--- config.mk ---
export PLATFORM = sky130hd
export DESIGN_NAME = npe_ctrl
export DESIGN_NICKNAME = d
export VERILOG_FILES = /design/src/verilog/npe_ctrl.v /design/src/verilog/npe_range_decode.v
export VERILOG_INCLUDE_DIRS = /design/src /design/src/verilog
export SDC_FILE = /design/constraint.sdc
export NUM_CORES = 1
export LEC_CHECK = 0
export ABC_AREA = 1
export BUFFER_PORTS_ARGS = -buffer_cell sky130_fd_sc_hd__buf_2
export CORE_ASPECT_RATIO = 1.1
export CORE_UTILIZATION = 52
export DETAILED_ROUTE_END_ITERATION = 8
export GPL_TIMING_DRIVEN = 0
export PLACE_DENSITY_LB_ADDON = 0.3
export SLEW_MARGIN = 20
export SYNTH_ARGS = -nofsm -noshare
export SYNTH_HDL_FRONTEND = slang
export SYNTH_SLANG_ARGS = --single-unit
--- constraint.sdc ---
create_clock -name clk_i -period 3.6 [get_ports clk_i]
set_input_delay 0 -clock clk_i [delete_from_list [all_inputs] [get_ports clk_i]]
set_output_delay 0 -clock clk_i [all_outputs]
set_load 0.005 [all_outputs]
--- src/verilog/npe_consts.vh ---
// constants for the nand protection and ecc control block
// assumes inclusion by bare name from the design files
`ifndef NPE_CONSTS_VH
`define NPE_CONSTS_VH

// ************************************************************
// serial commands and feature addresses
// ************************************************************
`define NPE_CMD_GET 8'h0F
`define NPE_CMD_SET 8'h1F
`define NPE_CMD_RESET 8'hFF
`define NPE_FA_PROTECT 8'hA0
`define NPE_FA_CONFIG 8'hB0
`define NPE_FA_STATUS 8'hC0

// ************************************************************
// frame bit counts
// ************************************************************
`define NPE_CNT_CMD 5'h07
`define NPE_CNT_ADDR 5'h0F
`define NPE_CNT_DATA 5'h10
`define NPE_CNT_WR 5'h17
`define NPE_CNT_MAX 5'h1F

// ************************************************************
// protection register layout and reset value
// ************************************************************
`define NPE_PROT_RESET 8'h38
`define NPE_PROT_WMASK 8'hBE
`define NPE_PROT_LOCK 7
`define NPE_PROT_BP_HI 5
`define NPE_PROT_BP_LO 3
`define NPE_PROT_LOW 2
`define NPE_PROT_COMPL 1

// ************************************************************
// configuration and status layout
// ************************************************************
`define NPE_CFG_ECC_EN 4
`define NPE_ST_ECC_HI 5
`define NPE_ST_ECC_LO 4
`define NPE_ST_PFAIL 3
`define NPE_ST_EFAIL 2
`define NPE_ST_WEL 1
`define NPE_ST_OIP 0

// ************************************************************
// pin idle levels: wp_n, si, cs_n high, sclk low
// ************************************************************
`define NPE_PIN_IDLE 4'hE

// ************************************************************
// ecc result codes
// ************************************************************
`define NPE_ECC_OK 2'h0
`define NPE_ECC_CORR 2'h1
`define NPE_ECC_UNCORR 2'h2
`define NPE_ECC_EIGHT 2'h3

// ************************************************************
// page layout
// ************************************************************
`define NPE_SPARE_BIT 11
`define NPE_GRP_CHK_FIRST 4'h3
`define NPE_BBM_ADDR 12'h800
`define NPE_BBM_GOOD 8'hFF
`define NPE_RANGE_NONE 3'h0
`define NPE_RANGE_ALL 3'h7
`define NPE_RANGE_B0 3'h6
`define NPE_BLK_PAGE_W 6

`endif

--- src/verilog/npe_ctrl.v ---
// feature registers, write protection and ecc steering of the serial nand
// assumes an external bch codec and array sequencer on clk_i
// Operation
// - ecc enable set at power-up and reset
// - host writes ecc enable via set feature
// - program path stores computed check bytes
// - read decode result shown in ecc field
// - erased page always reports ecc zero
// - host check-byte writes replaced while ecc on
// - main area is four 512-byte sectors
// - spare groups: 3 metadata, 13 check bytes
// - protection register at A0, read/write features
// - range bits all one after power-up
// - lock bit and low wp ignore writes
// - protected program/erase refused, fail flag set
// - 000 none, 111 all, else top fractions
// - low side or complement alone lower ranges, both together upper, but complement with 110 locks block 0 only
// - ecc result codes ok, fixed, bad, eight
`timescale 1ns/1ps
`default_nettype none
`include "npe_consts.vh"

module npe_ctrl #(
  parameter PAGE_W = 17
) (
  // clock and reset
  input wire clk_i,
  input wire resetn_i,
  // serial pins
  input wire sclk_i,
  input wire cs_n_i,
  input wire si_i,
  input wire wp_n_i,
  output reg so_o,
  output wire so_oe_o,
  // sequencer status
  input wire wel_i,
  input wire oip_i,
  // program and erase requests
  input wire prog_req_i,
  input wire erase_req_i,
  input wire [PAGE_W-1:0] op_page_i,
  output reg prog_go_o,
  output reg erase_go_o,
  // program byte stream toward array
  input wire pgm_valid_i,
  input wire [11:0] pgm_addr_i,
  input wire [7:0] pgm_data_i,
  input wire [7:0] ecc_code_i,
  output reg arr_valid_o,
  output reg [11:0] arr_addr_o,
  output reg [7:0] arr_data_o,
  output reg ecc_feed_o,
  output reg [1:0] ecc_sector_o,
  // read decode results
  input wire rd_start_i,
  input wire rd_done_i,
  input wire rd_erased_i,
  input wire rd_uncorr_i,
  input wire rd_eight_i,
  input wire rd_corr_i,
  // configuration
  output wire ecc_en_o,
  output wire reset_cmd_o
);

  // ************************************************************
  // pin synchronisers
  // ************************************************************
  wire [3:0] pin_raw;
  wire [3:0] pin_st;
  wire [3:0] pin_rise;
  wire [3:0] pin_fall;
  assign pin_raw = {wp_n_i, si_i, cs_n_i, sclk_i};

  // stages start at each pin's idle level so no false edge follows reset
  localparam [3:0] PIN_IDLE = `NPE_PIN_IDLE;

  genvar g;
  generate
    for (g = 0; g < 4; g = g + 1) begin : g_sync
      reg s1, s2, s3, st;
      always @(posedge clk_i or negedge resetn_i) begin
        if (!resetn_i) begin
          s1 <= PIN_IDLE[g];
          s2 <= PIN_IDLE[g];
          s3 <= PIN_IDLE[g];
          st <= PIN_IDLE[g];
        end else begin
          s1 <= pin_raw[g];
          s2 <= s1;
          s3 <= s2;
          if (s2 == s3) begin
            st <= s3;
          end
        end
      end
      assign pin_st[g] = st;
      assign pin_rise[g] = (s2 == s3) && s3 && !st;
      assign pin_fall[g] = (s2 == s3) && !s3 && st;
    end
  endgenerate

  wire sclk_rise = pin_rise[0];
  wire sclk_fall = pin_fall[0];
  wire cs_n = pin_st[1];
  wire si = pin_st[2];
  wire wp_n = pin_st[3];

  // ************************************************************
  // serial frame decoder
  // ************************************************************
  reg [4:0] bit_cnt;
  reg [7:0] shift;
  reg [7:0] cmd;
  reg [7:0] faddr;
  reg [7:0] tx;
  reg reset_cmd;
  reg wr_strobe;
  reg [7:0] wr_data;
  wire [7:0] next_byte = {shift[6:0], si};
  reg [7:0] rdata;
  reg [7:0] protect;
  reg ecc_en;
  reg [1:0] ecc_res;
  reg p_fail;
  reg e_fail;

  // feature read multiplexer
  always @* begin
    case (next_byte)
      `NPE_FA_PROTECT: rdata = protect;
      `NPE_FA_CONFIG: rdata = {3'h0, ecc_en, 4'h0};
      `NPE_FA_STATUS: rdata = {2'h0, ecc_res, p_fail, e_fail, wel_i, oip_i};
      default: rdata = 8'h00;
    endcase
  end

  always @(posedge clk_i or negedge resetn_i) begin
    if (!resetn_i) begin
      bit_cnt <= 5'h00;
      shift <= 8'h00;
      cmd <= 8'h00;
      faddr <= 8'h00;
      tx <= 8'h00;
      reset_cmd <= 1'b0;
      wr_strobe <= 1'b0;
      wr_data <= 8'h00;
    end else begin
      reset_cmd <= 1'b0;
      wr_strobe <= 1'b0;
      if (cs_n) begin
        bit_cnt <= 5'h00;
      end else if (sclk_rise) begin
        shift <= next_byte;
        if (bit_cnt != `NPE_CNT_MAX) begin
          bit_cnt <= bit_cnt + 5'h01;
        end
        if (bit_cnt == `NPE_CNT_CMD) begin
          cmd <= next_byte;
          reset_cmd <= (next_byte == `NPE_CMD_RESET);
        end
        if (bit_cnt == `NPE_CNT_ADDR) begin
          faddr <= next_byte;
          tx <= rdata;
        end
        if (bit_cnt == `NPE_CNT_WR && cmd == `NPE_CMD_SET) begin
          wr_strobe <= 1'b1;
          wr_data <= next_byte;
        end
      end else if (sclk_fall && bit_cnt > `NPE_CNT_DATA) begin
        tx <= {tx[6:0], tx[7]};
      end
    end
  end

  wire reading = !cs_n && cmd == `NPE_CMD_GET && bit_cnt >= `NPE_CNT_DATA;
  assign so_oe_o = reading;

  always @(posedge clk_i or negedge resetn_i) begin
    if (!resetn_i) begin
      so_o <= 1'b0;
    end else begin
      so_o <= reading ? tx[7] : 1'b0;
    end
  end

  // ************************************************************
  // feature registers
  // ************************************************************
  wire prot_frozen = protect[`NPE_PROT_LOCK] && !wp_n;

  always @(posedge clk_i or negedge resetn_i) begin
    if (!resetn_i) begin
      protect <= `NPE_PROT_RESET;
      ecc_en <= 1'b1;
    end else if (reset_cmd) begin
      ecc_en <= 1'b1;
    end else if (wr_strobe) begin
      if (faddr == `NPE_FA_PROTECT && !prot_frozen) begin
        protect <= wr_data & `NPE_PROT_WMASK;
      end
      if (faddr == `NPE_FA_CONFIG) begin
        ecc_en <= wr_data[`NPE_CFG_ECC_EN];
      end
    end
  end

  assign ecc_en_o = ecc_en;
  assign reset_cmd_o = reset_cmd;

  // ************************************************************
  // protection check for program and erase
  // ************************************************************
  wire op_locked;

  npe_range_decode #(
    .PAGE_W(PAGE_W)
  ) u_range (
    .range_i(protect[`NPE_PROT_BP_HI:`NPE_PROT_BP_LO]),
    .low_side_i(protect[`NPE_PROT_LOW]),
    .complement_i(protect[`NPE_PROT_COMPL]),
    .page_i(op_page_i),
    .locked_o(op_locked)
  );

  always @(posedge clk_i or negedge resetn_i) begin
    if (!resetn_i) begin
      p_fail <= 1'b0;
      e_fail <= 1'b0;
      prog_go_o <= 1'b0;
      erase_go_o <= 1'b0;
    end else begin
      prog_go_o <= prog_req_i && !op_locked;
      erase_go_o <= erase_req_i && !op_locked;
      if (prog_req_i) begin
        p_fail <= op_locked;
      end else if (reset_cmd) begin
        p_fail <= 1'b0;
      end
      if (erase_req_i) begin
        e_fail <= op_locked;
      end else if (reset_cmd) begin
        e_fail <= 1'b0;
      end
    end
  end

  // ************************************************************
  // program stream: sector tagging and check-byte substitution
  // ************************************************************
  wire in_spare = pgm_addr_i[`NPE_SPARE_BIT];
  wire is_chk = in_spare && pgm_addr_i[3:0] >= `NPE_GRP_CHK_FIRST;
  wire bbm_byte = pgm_addr_i == `NPE_BBM_ADDR; // mark byte is plain metadata

  always @(posedge clk_i or negedge resetn_i) begin
    if (!resetn_i) begin
      arr_valid_o <= 1'b0;
      arr_addr_o <= 12'h000;
      arr_data_o <= 8'h00;
      ecc_feed_o <= 1'b0;
      ecc_sector_o <= 2'h0;
    end else begin
      arr_valid_o <= pgm_valid_i;
      ecc_feed_o <= pgm_valid_i && ecc_en && (!is_chk || bbm_byte);
      if (pgm_valid_i) begin
        arr_addr_o <= pgm_addr_i;
        // main sectors by bits 10:9, spare groups by bits 5:4
        ecc_sector_o <= in_spare ? pgm_addr_i[5:4] : pgm_addr_i[10:9];
        arr_data_o <= (ecc_en && is_chk) ? ecc_code_i : pgm_data_i;
      end
    end
  end

  // ************************************************************
  // read decode result
  // ************************************************************
  always @(posedge clk_i or negedge resetn_i) begin
    if (!resetn_i) begin
      ecc_res <= `NPE_ECC_OK;
    end else if (rd_done_i) begin
      if (rd_erased_i || !ecc_en) begin
        ecc_res <= `NPE_ECC_OK;
      end else if (rd_uncorr_i) begin
        ecc_res <= `NPE_ECC_UNCORR;
      end else if (rd_eight_i) begin
        ecc_res <= `NPE_ECC_EIGHT;
      end else if (rd_corr_i) begin
        ecc_res <= `NPE_ECC_CORR;
      end else begin
        ecc_res <= `NPE_ECC_OK;
      end
    end else if (rd_start_i) begin
      ecc_res <= `NPE_ECC_OK;
    end
  end

endmodule
`default_nettype wire

--- src/verilog/npe_range_decode.v ---
// protected page range decoder
// assumes a stable page address and protection bits from the same clock
`timescale 1ns/1ps
`default_nettype none
`include "npe_consts.vh"

module npe_range_decode #(
  parameter PAGE_W = 17
) (
  // protection bits
  input wire [2:0] range_i,
  input wire low_side_i,
  input wire complement_i,
  // page under test
  input wire [PAGE_W-1:0] page_i,
  // result
  output reg locked_o
);

  wire [5:0] top6;
  reg [5:0] mask;
  wire all_one;
  wire all_zero;
  wire blk0;

  assign top6 = page_i[PAGE_W-1:PAGE_W-6];
  assign all_one = &(top6 | ~mask);
  assign all_zero = ~|(top6 & mask);
  assign blk0 = ~|page_i[PAGE_W-1:`NPE_BLK_PAGE_W];

  // top bits compared: code n looks at 7-n leading bits
  always @* begin
    case (range_i)
      3'h1: mask = 6'h3F;
      3'h2: mask = 6'h3E;
      3'h3: mask = 6'h3C;
      3'h4: mask = 6'h38;
      3'h5: mask = 6'h30;
      3'h6: mask = 6'h20;
      default: mask = 6'h00;
    endcase
  end

  always @* begin
    if (range_i == `NPE_RANGE_NONE) begin
      locked_o = 1'b0;
    end else if (range_i == `NPE_RANGE_ALL) begin
      locked_o = 1'b1;
    end else if (!complement_i && !low_side_i) begin
      locked_o = all_one;
    end else if (!complement_i) begin
      locked_o = all_zero;
    end else if (range_i == `NPE_RANGE_B0) begin
      locked_o = blk0;
    end else if (!low_side_i) begin
      locked_o = ~all_one;
    end else begin
      locked_o = ~all_zero;
    end
  end

endmodule
`default_nettype wire

==> results of run 1 <==
[path summary, 6_finish.rpt]
path / start / endpoint / slack (ns) / depth (start not counted)
setup / recovery: pgm_addr_i[0] / arr_data_o[6] / 1.47 / 8
hold / removal: wel_i / tx[1] / 0.02 / 5
setup reg to reg: ecc_en_o / arr_data_o[6] / 1.61 / 4
hold reg to reg: g_sync[3].s1 / g_sync[3].s2 / 0.36 / 0
max in group asynchronous: resetn_i / arr_data_o[0] / 2.21 / 4
min in group asynchronous: resetn_i / arr_data_o[7] / 0.58 / 3
[layout make-up]
cell class	count	area, µm²	share of cell area
buffer	12	58.8	0.0107
inverter	50	188	0.0341
sequential	98	2470	0.450
multi-input combinational	318	1560	0.284
clock buffer	11	151	0.0275
clock inverter	5	38.8	0.00706
timing repair buffer	129	890	0.162
tap	108	135	0.0246
[critical path, cell delays in order]
cell and delay [ns]:
dlygate4sd3_1 0.56, buf_2 0.12, nand2_1 0.05, a21oi_2 0.41
nand2_1 0.32, a21oi_1 0.26, a21oi_1 0.09, dlygate4sd3_1 0.56
[report_power, final]
group	internal, mW	leakage, nW	switching, mW
registers	1.17	1.23	0.0452
logic	0.112	1.30	0.164
clock network	0.291	0.0955	0.383
total	1.57	2.63	0.592
[state kept, by name, indices dropped and copies added, names as in the netlist, 5 cells and up]
signal	flops
arr_addr_o	12
arr_data_o	8
bit_cnt	5
cmd	8
faddr	8
protect	6
shift	7
tx	8
wr_data	6
[logic make-up after synthesis]
logic type,count (synthesis),synth area share
AOI/OAI and AO/OA,86,0.108
adders and majority gates,9,0.0245
muxes,1,0.00263
DFF,98,0.577
buffers and inverters,62,0.0576
and+or+nand+nor,222,0.230
[layer usage]
| metal | GRT usage | vias up | routed length (µm) |
|---|---|---|---|
| met5 | 0 | - | 0 |
| li1 | - | 1850 | - |
| met3 | 0.0510 | 39 | 511 |
| met1 | 0.318 | 1796 | 4390 |
| met4 | 0.128 | 0 | 378 |
| met2 | 0.428 | 151 | 5160 |
[placed cells by master (no fill, tap or decap), drive strengths merged]
cell type / count
buf: 90
o221ai: 1
ha: 6
nand3: 33
nor2: 48
clkinv: 4
maj3: 3
o21ai: 46
a31oi: 6
dlygate4sd3: 43
nor3: 5
a21oi: 27
nor4: 4
inv: 50
clkinvlp: 1
o31ai: 2
a211oi: 1
nand4: 10
o22ai: 1
dfstp: 16
nand2: 121
mux2: 1
a22o: 1
or4: 1
o211ai: 1
dfrtp: 82
clkbuf: 19
==> qor.csv, run 1 <==
metric,value,unit
CTS H-tree depth,3,
hpwl dp,6580,µm
Synthesized Nets,546,
fraction of layout instances using a drive strength above 1,0.220,
port bufs,85,
fillers,602,
residual antenna-violating net count after detailed routing,0,
post-cts resize count,0,
Final WS setup,1.47,ns
drt drc,0,
Initial DRT Pass Iterations,5,
largest net degree at the start of global routing,85,
async set-or-reset flop fraction in the synthesized netlist,1.00,
fin. max-slew vios,0,
VDD IR-drop max,0.000254,V
total number of vias,3836,
RSZ-0062 raised after global routing,false,
Crit path arrival time,2.38,ns
Starting Density,0.538,
final setup fails,0,
Post-Place Setup Slack,1.74,ns
vias in the first global route,3744,
post-synthesis register bit count,98,
critical path capture point type,register,
Post-synth EDFFs,0,
register area share after synthesis,0.577,
Final period util,0.591,
synth cell count leaders,"nand2_1 (117), dfrtp_1 (82), inv_1 (48)",
max cap viols,0,
Placed Instances,672,
synth warn,0,
Core Region,7960,µm²
n_diodes,0,
antenna violations before repair,0,
Netlist Area Pre-Place,4280,µm²
area delta synth->final,28.4,%
total grt overflow,0,
CTS sink cnt,98,
fin util,0.691,
"Avg Cell Area, Syn",8.96,µm²
clock slew at reported path FFs,0.10,ns
Rel. slew slack,0.465,
HP Class,input port to register,
Synth area leader,dfrtp_1,
Routability Congestion,0.820,
Crit Path Class,input port to register,
CP startpoint kind,input port,
Placed Area,4880,µm²
clk root buf,clkbuf_8,
Worst Path Max Fanout,10,
Layout Skew,0.0168,ns
top_reg_cell synth,dfrtp_1,
Ports,92,
Iteration-0 DRC Markers,307,
top-count cell post-synth,nand2_1,
synth top area cells,"dfrtp_1 (48%), nand2_1 (10%), dfstp_2 (9.8%)",
min Tclk post-route,2.13,ns
drt total wl,10400,µm
Via density,5.25,
nets@finish,686,
# hold bufs at CTS,43,
Final Total Pwr,2.16,mW
die width,88.5,µm
Die Y,97.2,µm
full die area,8600,µm²
final cell count without fillers,731,
leakage,2.63,nW
"Req. time, crit path",3.85,ns
clk_lat worst skew,0.38,ns
cell area power density,394,nW/µm²
global-route wire length before repair,16800,µm
CTS Buf Count,9,
final hold vios,0,
final instance area,5500,µm²
f_max,0.470,GHz
DR WL/cell,14.3,µm
Slew @ Worst Pin,0.796,ns
GRT Total Usage,0.258,
CTS Buffer Depth,2,
"Setup Fix Bufs, Post-CTS",0,
Fin Hold WS,0.0184,ns
status,completed,
setup tns final,0,ns
TritonCTS clock tree,done,
number of distinct library cells after synthesis,35,
share of the synthesized area in the top cell type,0.479,
Mapped Cells,478,
site row count,34,
(Power assumes the default switching activity.)
==> run 2, diff against run 1 <==
--- a/config.mk
+++ b/config.mk
@@ -9,7 +9,7 @@
 export ABC_AREA = 1
 export BUFFER_PORTS_ARGS = -buffer_cell sky130_fd_sc_hd__buf_2
 export CORE_ASPECT_RATIO = 1.1
-export CORE_UTILIZATION = 52
+export CORE_UTILIZATION = 49
 export DETAILED_ROUTE_END_ITERATION = 8
 export GPL_TIMING_DRIVEN = 0
 export PLACE_DENSITY_LB_ADDON = 0.3
==> constraint.sdc (replaced) <==
create_clock -name clk_i -period 1.9 [get_ports clk_i]
set_input_delay 0 -clock clk_i [delete_from_list [all_inputs] [get_ports clk_i]]
set_output_delay 0 -clock clk_i [all_outputs]
set_load 0.005 [all_outputs]
==> run 2 against run 1 <==
Via count fell by 2.0%. Final cell count grew 0.82%. Setup slack got worse by 1.3 ns. Core utilization fell by 2.8 points. Clock skew is essentially flat. First-iteration DRC count shrank 35%. Clock power increased by 100%. Global-route usage down 3.8 points. Routed wire length fell by 7.4%. Largest power group unchanged. Sequential power up 90%.
==> qor.csv, run 2 (same netlist as run 1, synthesis figures left out) <==
metric,value,unit,change
status,completed,,unchanged
nets@finish,689,,was 686
clk root buf,clkbuf_8,,unchanged
VDD IR-drop max,0.000378,V,was 0.000254 V
Pint,3.07,mW,was 1.57 mW
Ports,92,,unchanged
slowest cell delay on critical path,0.38,ns,was 0.56 ns
"commonest cells after routing, fill and taps aside","nand2_1 (112), buf_2 (85), dfrtp_1 (82)",,"was nand2_1 (117), buf_2 (86), dfrtp_1 (82)"
fraction of layout instances using a drive strength above 1,0.241,,was 0.220
Logic pwr share,0.119,,was 0.128
Placed Area,4880,µm²,about the same
hold path depth,5,,unchanged
site row count,35,,was 34
f_max,0.576,GHz,
worst path bufs/invs,3,,unchanged
"CP delay by family, top",simple AND/OR/NAND/NOR gates,,was buffers and inverters
final setup fails,0,,unchanged
Crit path arrival time,2.00,ns,was 2.38 ns
hold endpoint,tx[1],,unchanged
area delta synth->final,30.3,%,was 28.4%
RSZ-0062 raised after global routing,true,,was false
Final period util,0.914,,
RR Endpoint,cmd[6],,was arr_data_o[6]
Die Y,100,µm,was 97.2 µm
HP Class,input port to register,,unchanged
DR WL/cell,13.1,µm,was 14.3 µm
CTS Buffer Depth,2,,unchanged
vias in the first global route,3556,,was 3744
Starting Density,0.509,,was 0.538
die width,91.1,µm,was 88.5 µm
max cap viols,0,,unchanged
CTS sink cnt,98,,unchanged
GRT Total Usage,0.220,,was 0.258
largest net degree at the start of global routing,54,,was 85
drt drc,0,,unchanged
Final Total Pwr,4.17,mW,was 2.16 mW
Largest register FFs,12,,unchanged
slowest CP cell,dfrtp_1,,was dlygate4sd3_1
global-route wire length before repair,16100,µm,was 16800 µm
fin. max-slew vios,0,,unchanged
Rel. slew slack,0.530,,was 0.465
drt total wl,9670,µm,was 10400 µm
Psw,1.10,mW,was 0.592 mW
Crit. Startpoint,g_sync[0].s2,,was pgm_addr_i[0]
TritonCTS clock tree,done,,unchanged
Layout Skew,0.0168,ns,about the same
"Critical Path, Cell by Cell",ha_1 > inv_1 > nor2_4 > inv_4 > nor4_4 > nand2_2 > buf_4 > o21ai_0,,was dlygate4sd3_1 > buf_2 > nand2_1 > a21oi_2 > nand2_1 > a21oi_1 > a21oi_1 > dlygate4sd3_1
total grt overflow,0,,unchanged
total number of vias,3761,,was 3836
R2R Path Start,g_sync[0].s2,,was ecc_en_o
final instance area,5580,µm²,was 5500 µm²
full die area,9120,µm²,was 8600 µm²
Core Region,8410,µm²,was 7960 µm²
n_diodes,0,,unchanged
"most common cell after layout, fill and taps aside",nand2_1,,unchanged
CTS Buf Count,9,,unchanged
critical path capture point type,register,,unchanged
antenna violations before repair,0,,unchanged
Crit Path Class,register to register,,was input port to register
cell area power density,748,nW/µm²,was 394 nW/µm²
"Req. time, crit path",2.16,ns,was 3.85 ns
min Tclk post-route,1.74,ns,
port bufs,85,,unchanged
Clk pwr share,0.331,,was 0.312
FF-to-FF path depth,8,,was 4
Routability Congestion,0.879,,was 0.820
residual antenna-violating net count after detailed routing,0,,unchanged
clock slew at reported path FFs,0.10,ns,about the same
HP Start,wel_i,,unchanged
Slew @ Worst Pin,0.700,ns,was 0.796 ns
CP startpoint kind,register,,was input port
leakage,2.66,nW,was 2.63 nW
final hold vios,0,,unchanged
Iteration-0 DRC Markers,199,,was 307
clk_lat worst skew,0.36,ns,was 0.38 ns
Reg2Reg Setup Slack,0.16,ns,was 1.61 ns
Initial DRT Pass Iterations,5,,unchanged
CTS H-tree depth,3,,unchanged
Reg power frac,0.550,,was 0.561
Switching Share,0.264,,was 0.274
Via density,5.10,,was 5.25
hpwl dp,6470,µm,was 6580 µm
Worst Path Max Fanout,10,,unchanged
Reg with most FFs,arr_addr_o,,unchanged
## run 2: changes by cell type in the layout (fill, tap and decap cells not counted), sizes merged
| cell | previous run | this run |
|---|---|---|
| clkinv | 4 | 1 |
| dlygate4sd3 | 43 | 41 |
| inv | 50 | 51 |
| clkinvlp | 1 | 2 |
| bufinv | 0 | 1 |
| buf | 90 | 95 |
## run 2: how the worst max path moves through the flow
stage,endpoint,cells past startpoint
after detailed placement,tx[6],10
after global placement,arr_data_o[2],1
after floorplan,bit_cnt[3],9
after CTS,tx[6],10
final,cmd[6],8
after global routing,wr_data[4],9
## run 2: what timing repair did
item,in CTS,in global routing
setup endpoints to repair,0,41
hold buffers,41,0
buffers inserted,0,5
resized for setup,0,19
hold endpoints to repair,128,0
## run 2: layout make-up
cell class / count / area [µm²]
plain buffers: 12 / 65.1
clock buffers: 11 / 141
clock inverters: 5 / 62.6
fillers: 684 / 2830
inverters: 50 / 190
multi-input cells: 318 / 1600
flip-flops and latches: 98 / 2470
well taps: 111 / 139
repair buffers: 132 / 907
## run 2: per-stage QoR
step	hold slack (ns)	worst slack, ns	setup TNS, ns	util	cells
after floorplan	-0.296	0.288	0	-	478
after global placement	0.104	-0.106	-8.27	0.576	674
after detailed placement	-0.0471	0.0331	0	0.580	675
after CTS	0.0457	0.0233	0	0.653	732
after global routing	0.0627	-0.00526	-0.00591	0.663	737
final	0.0490	0.164	0	0.663	737
## run 2: routing by layer
layer / vias to the layer above / track usage / wire length, µm
met5: - / 0 / 0
li1: 1848 / - / -
met4: 0 / 0.0977 / 197
met1: 1781 / 0.284 / 4200
met2: 109 / 0.368 / 4890
met3: 23 / 0.0394 / 381
## run 2: power groups by stage
stage / registers (mW) / logic, mW / clock network [mW]
after detailed placement: 2.33 / 0.427 / 0
after floorplan: 2.33 / 0.188 / 0
after global placement: 2.33 / 0.409 / 0
final: 2.30 / 0.497 / 1.38
after global routing: 2.31 / 0.560 / 1.50
after CTS: 2.29 / 0.490 / 1.41
## run 2: tightest hold or removal path, cell delays in order
cell	delay (ns)
buf_2	0.10
nand3_1	0.07
o21ai_0	0.08
nand2_1	0.06
a31oi_1	0.06
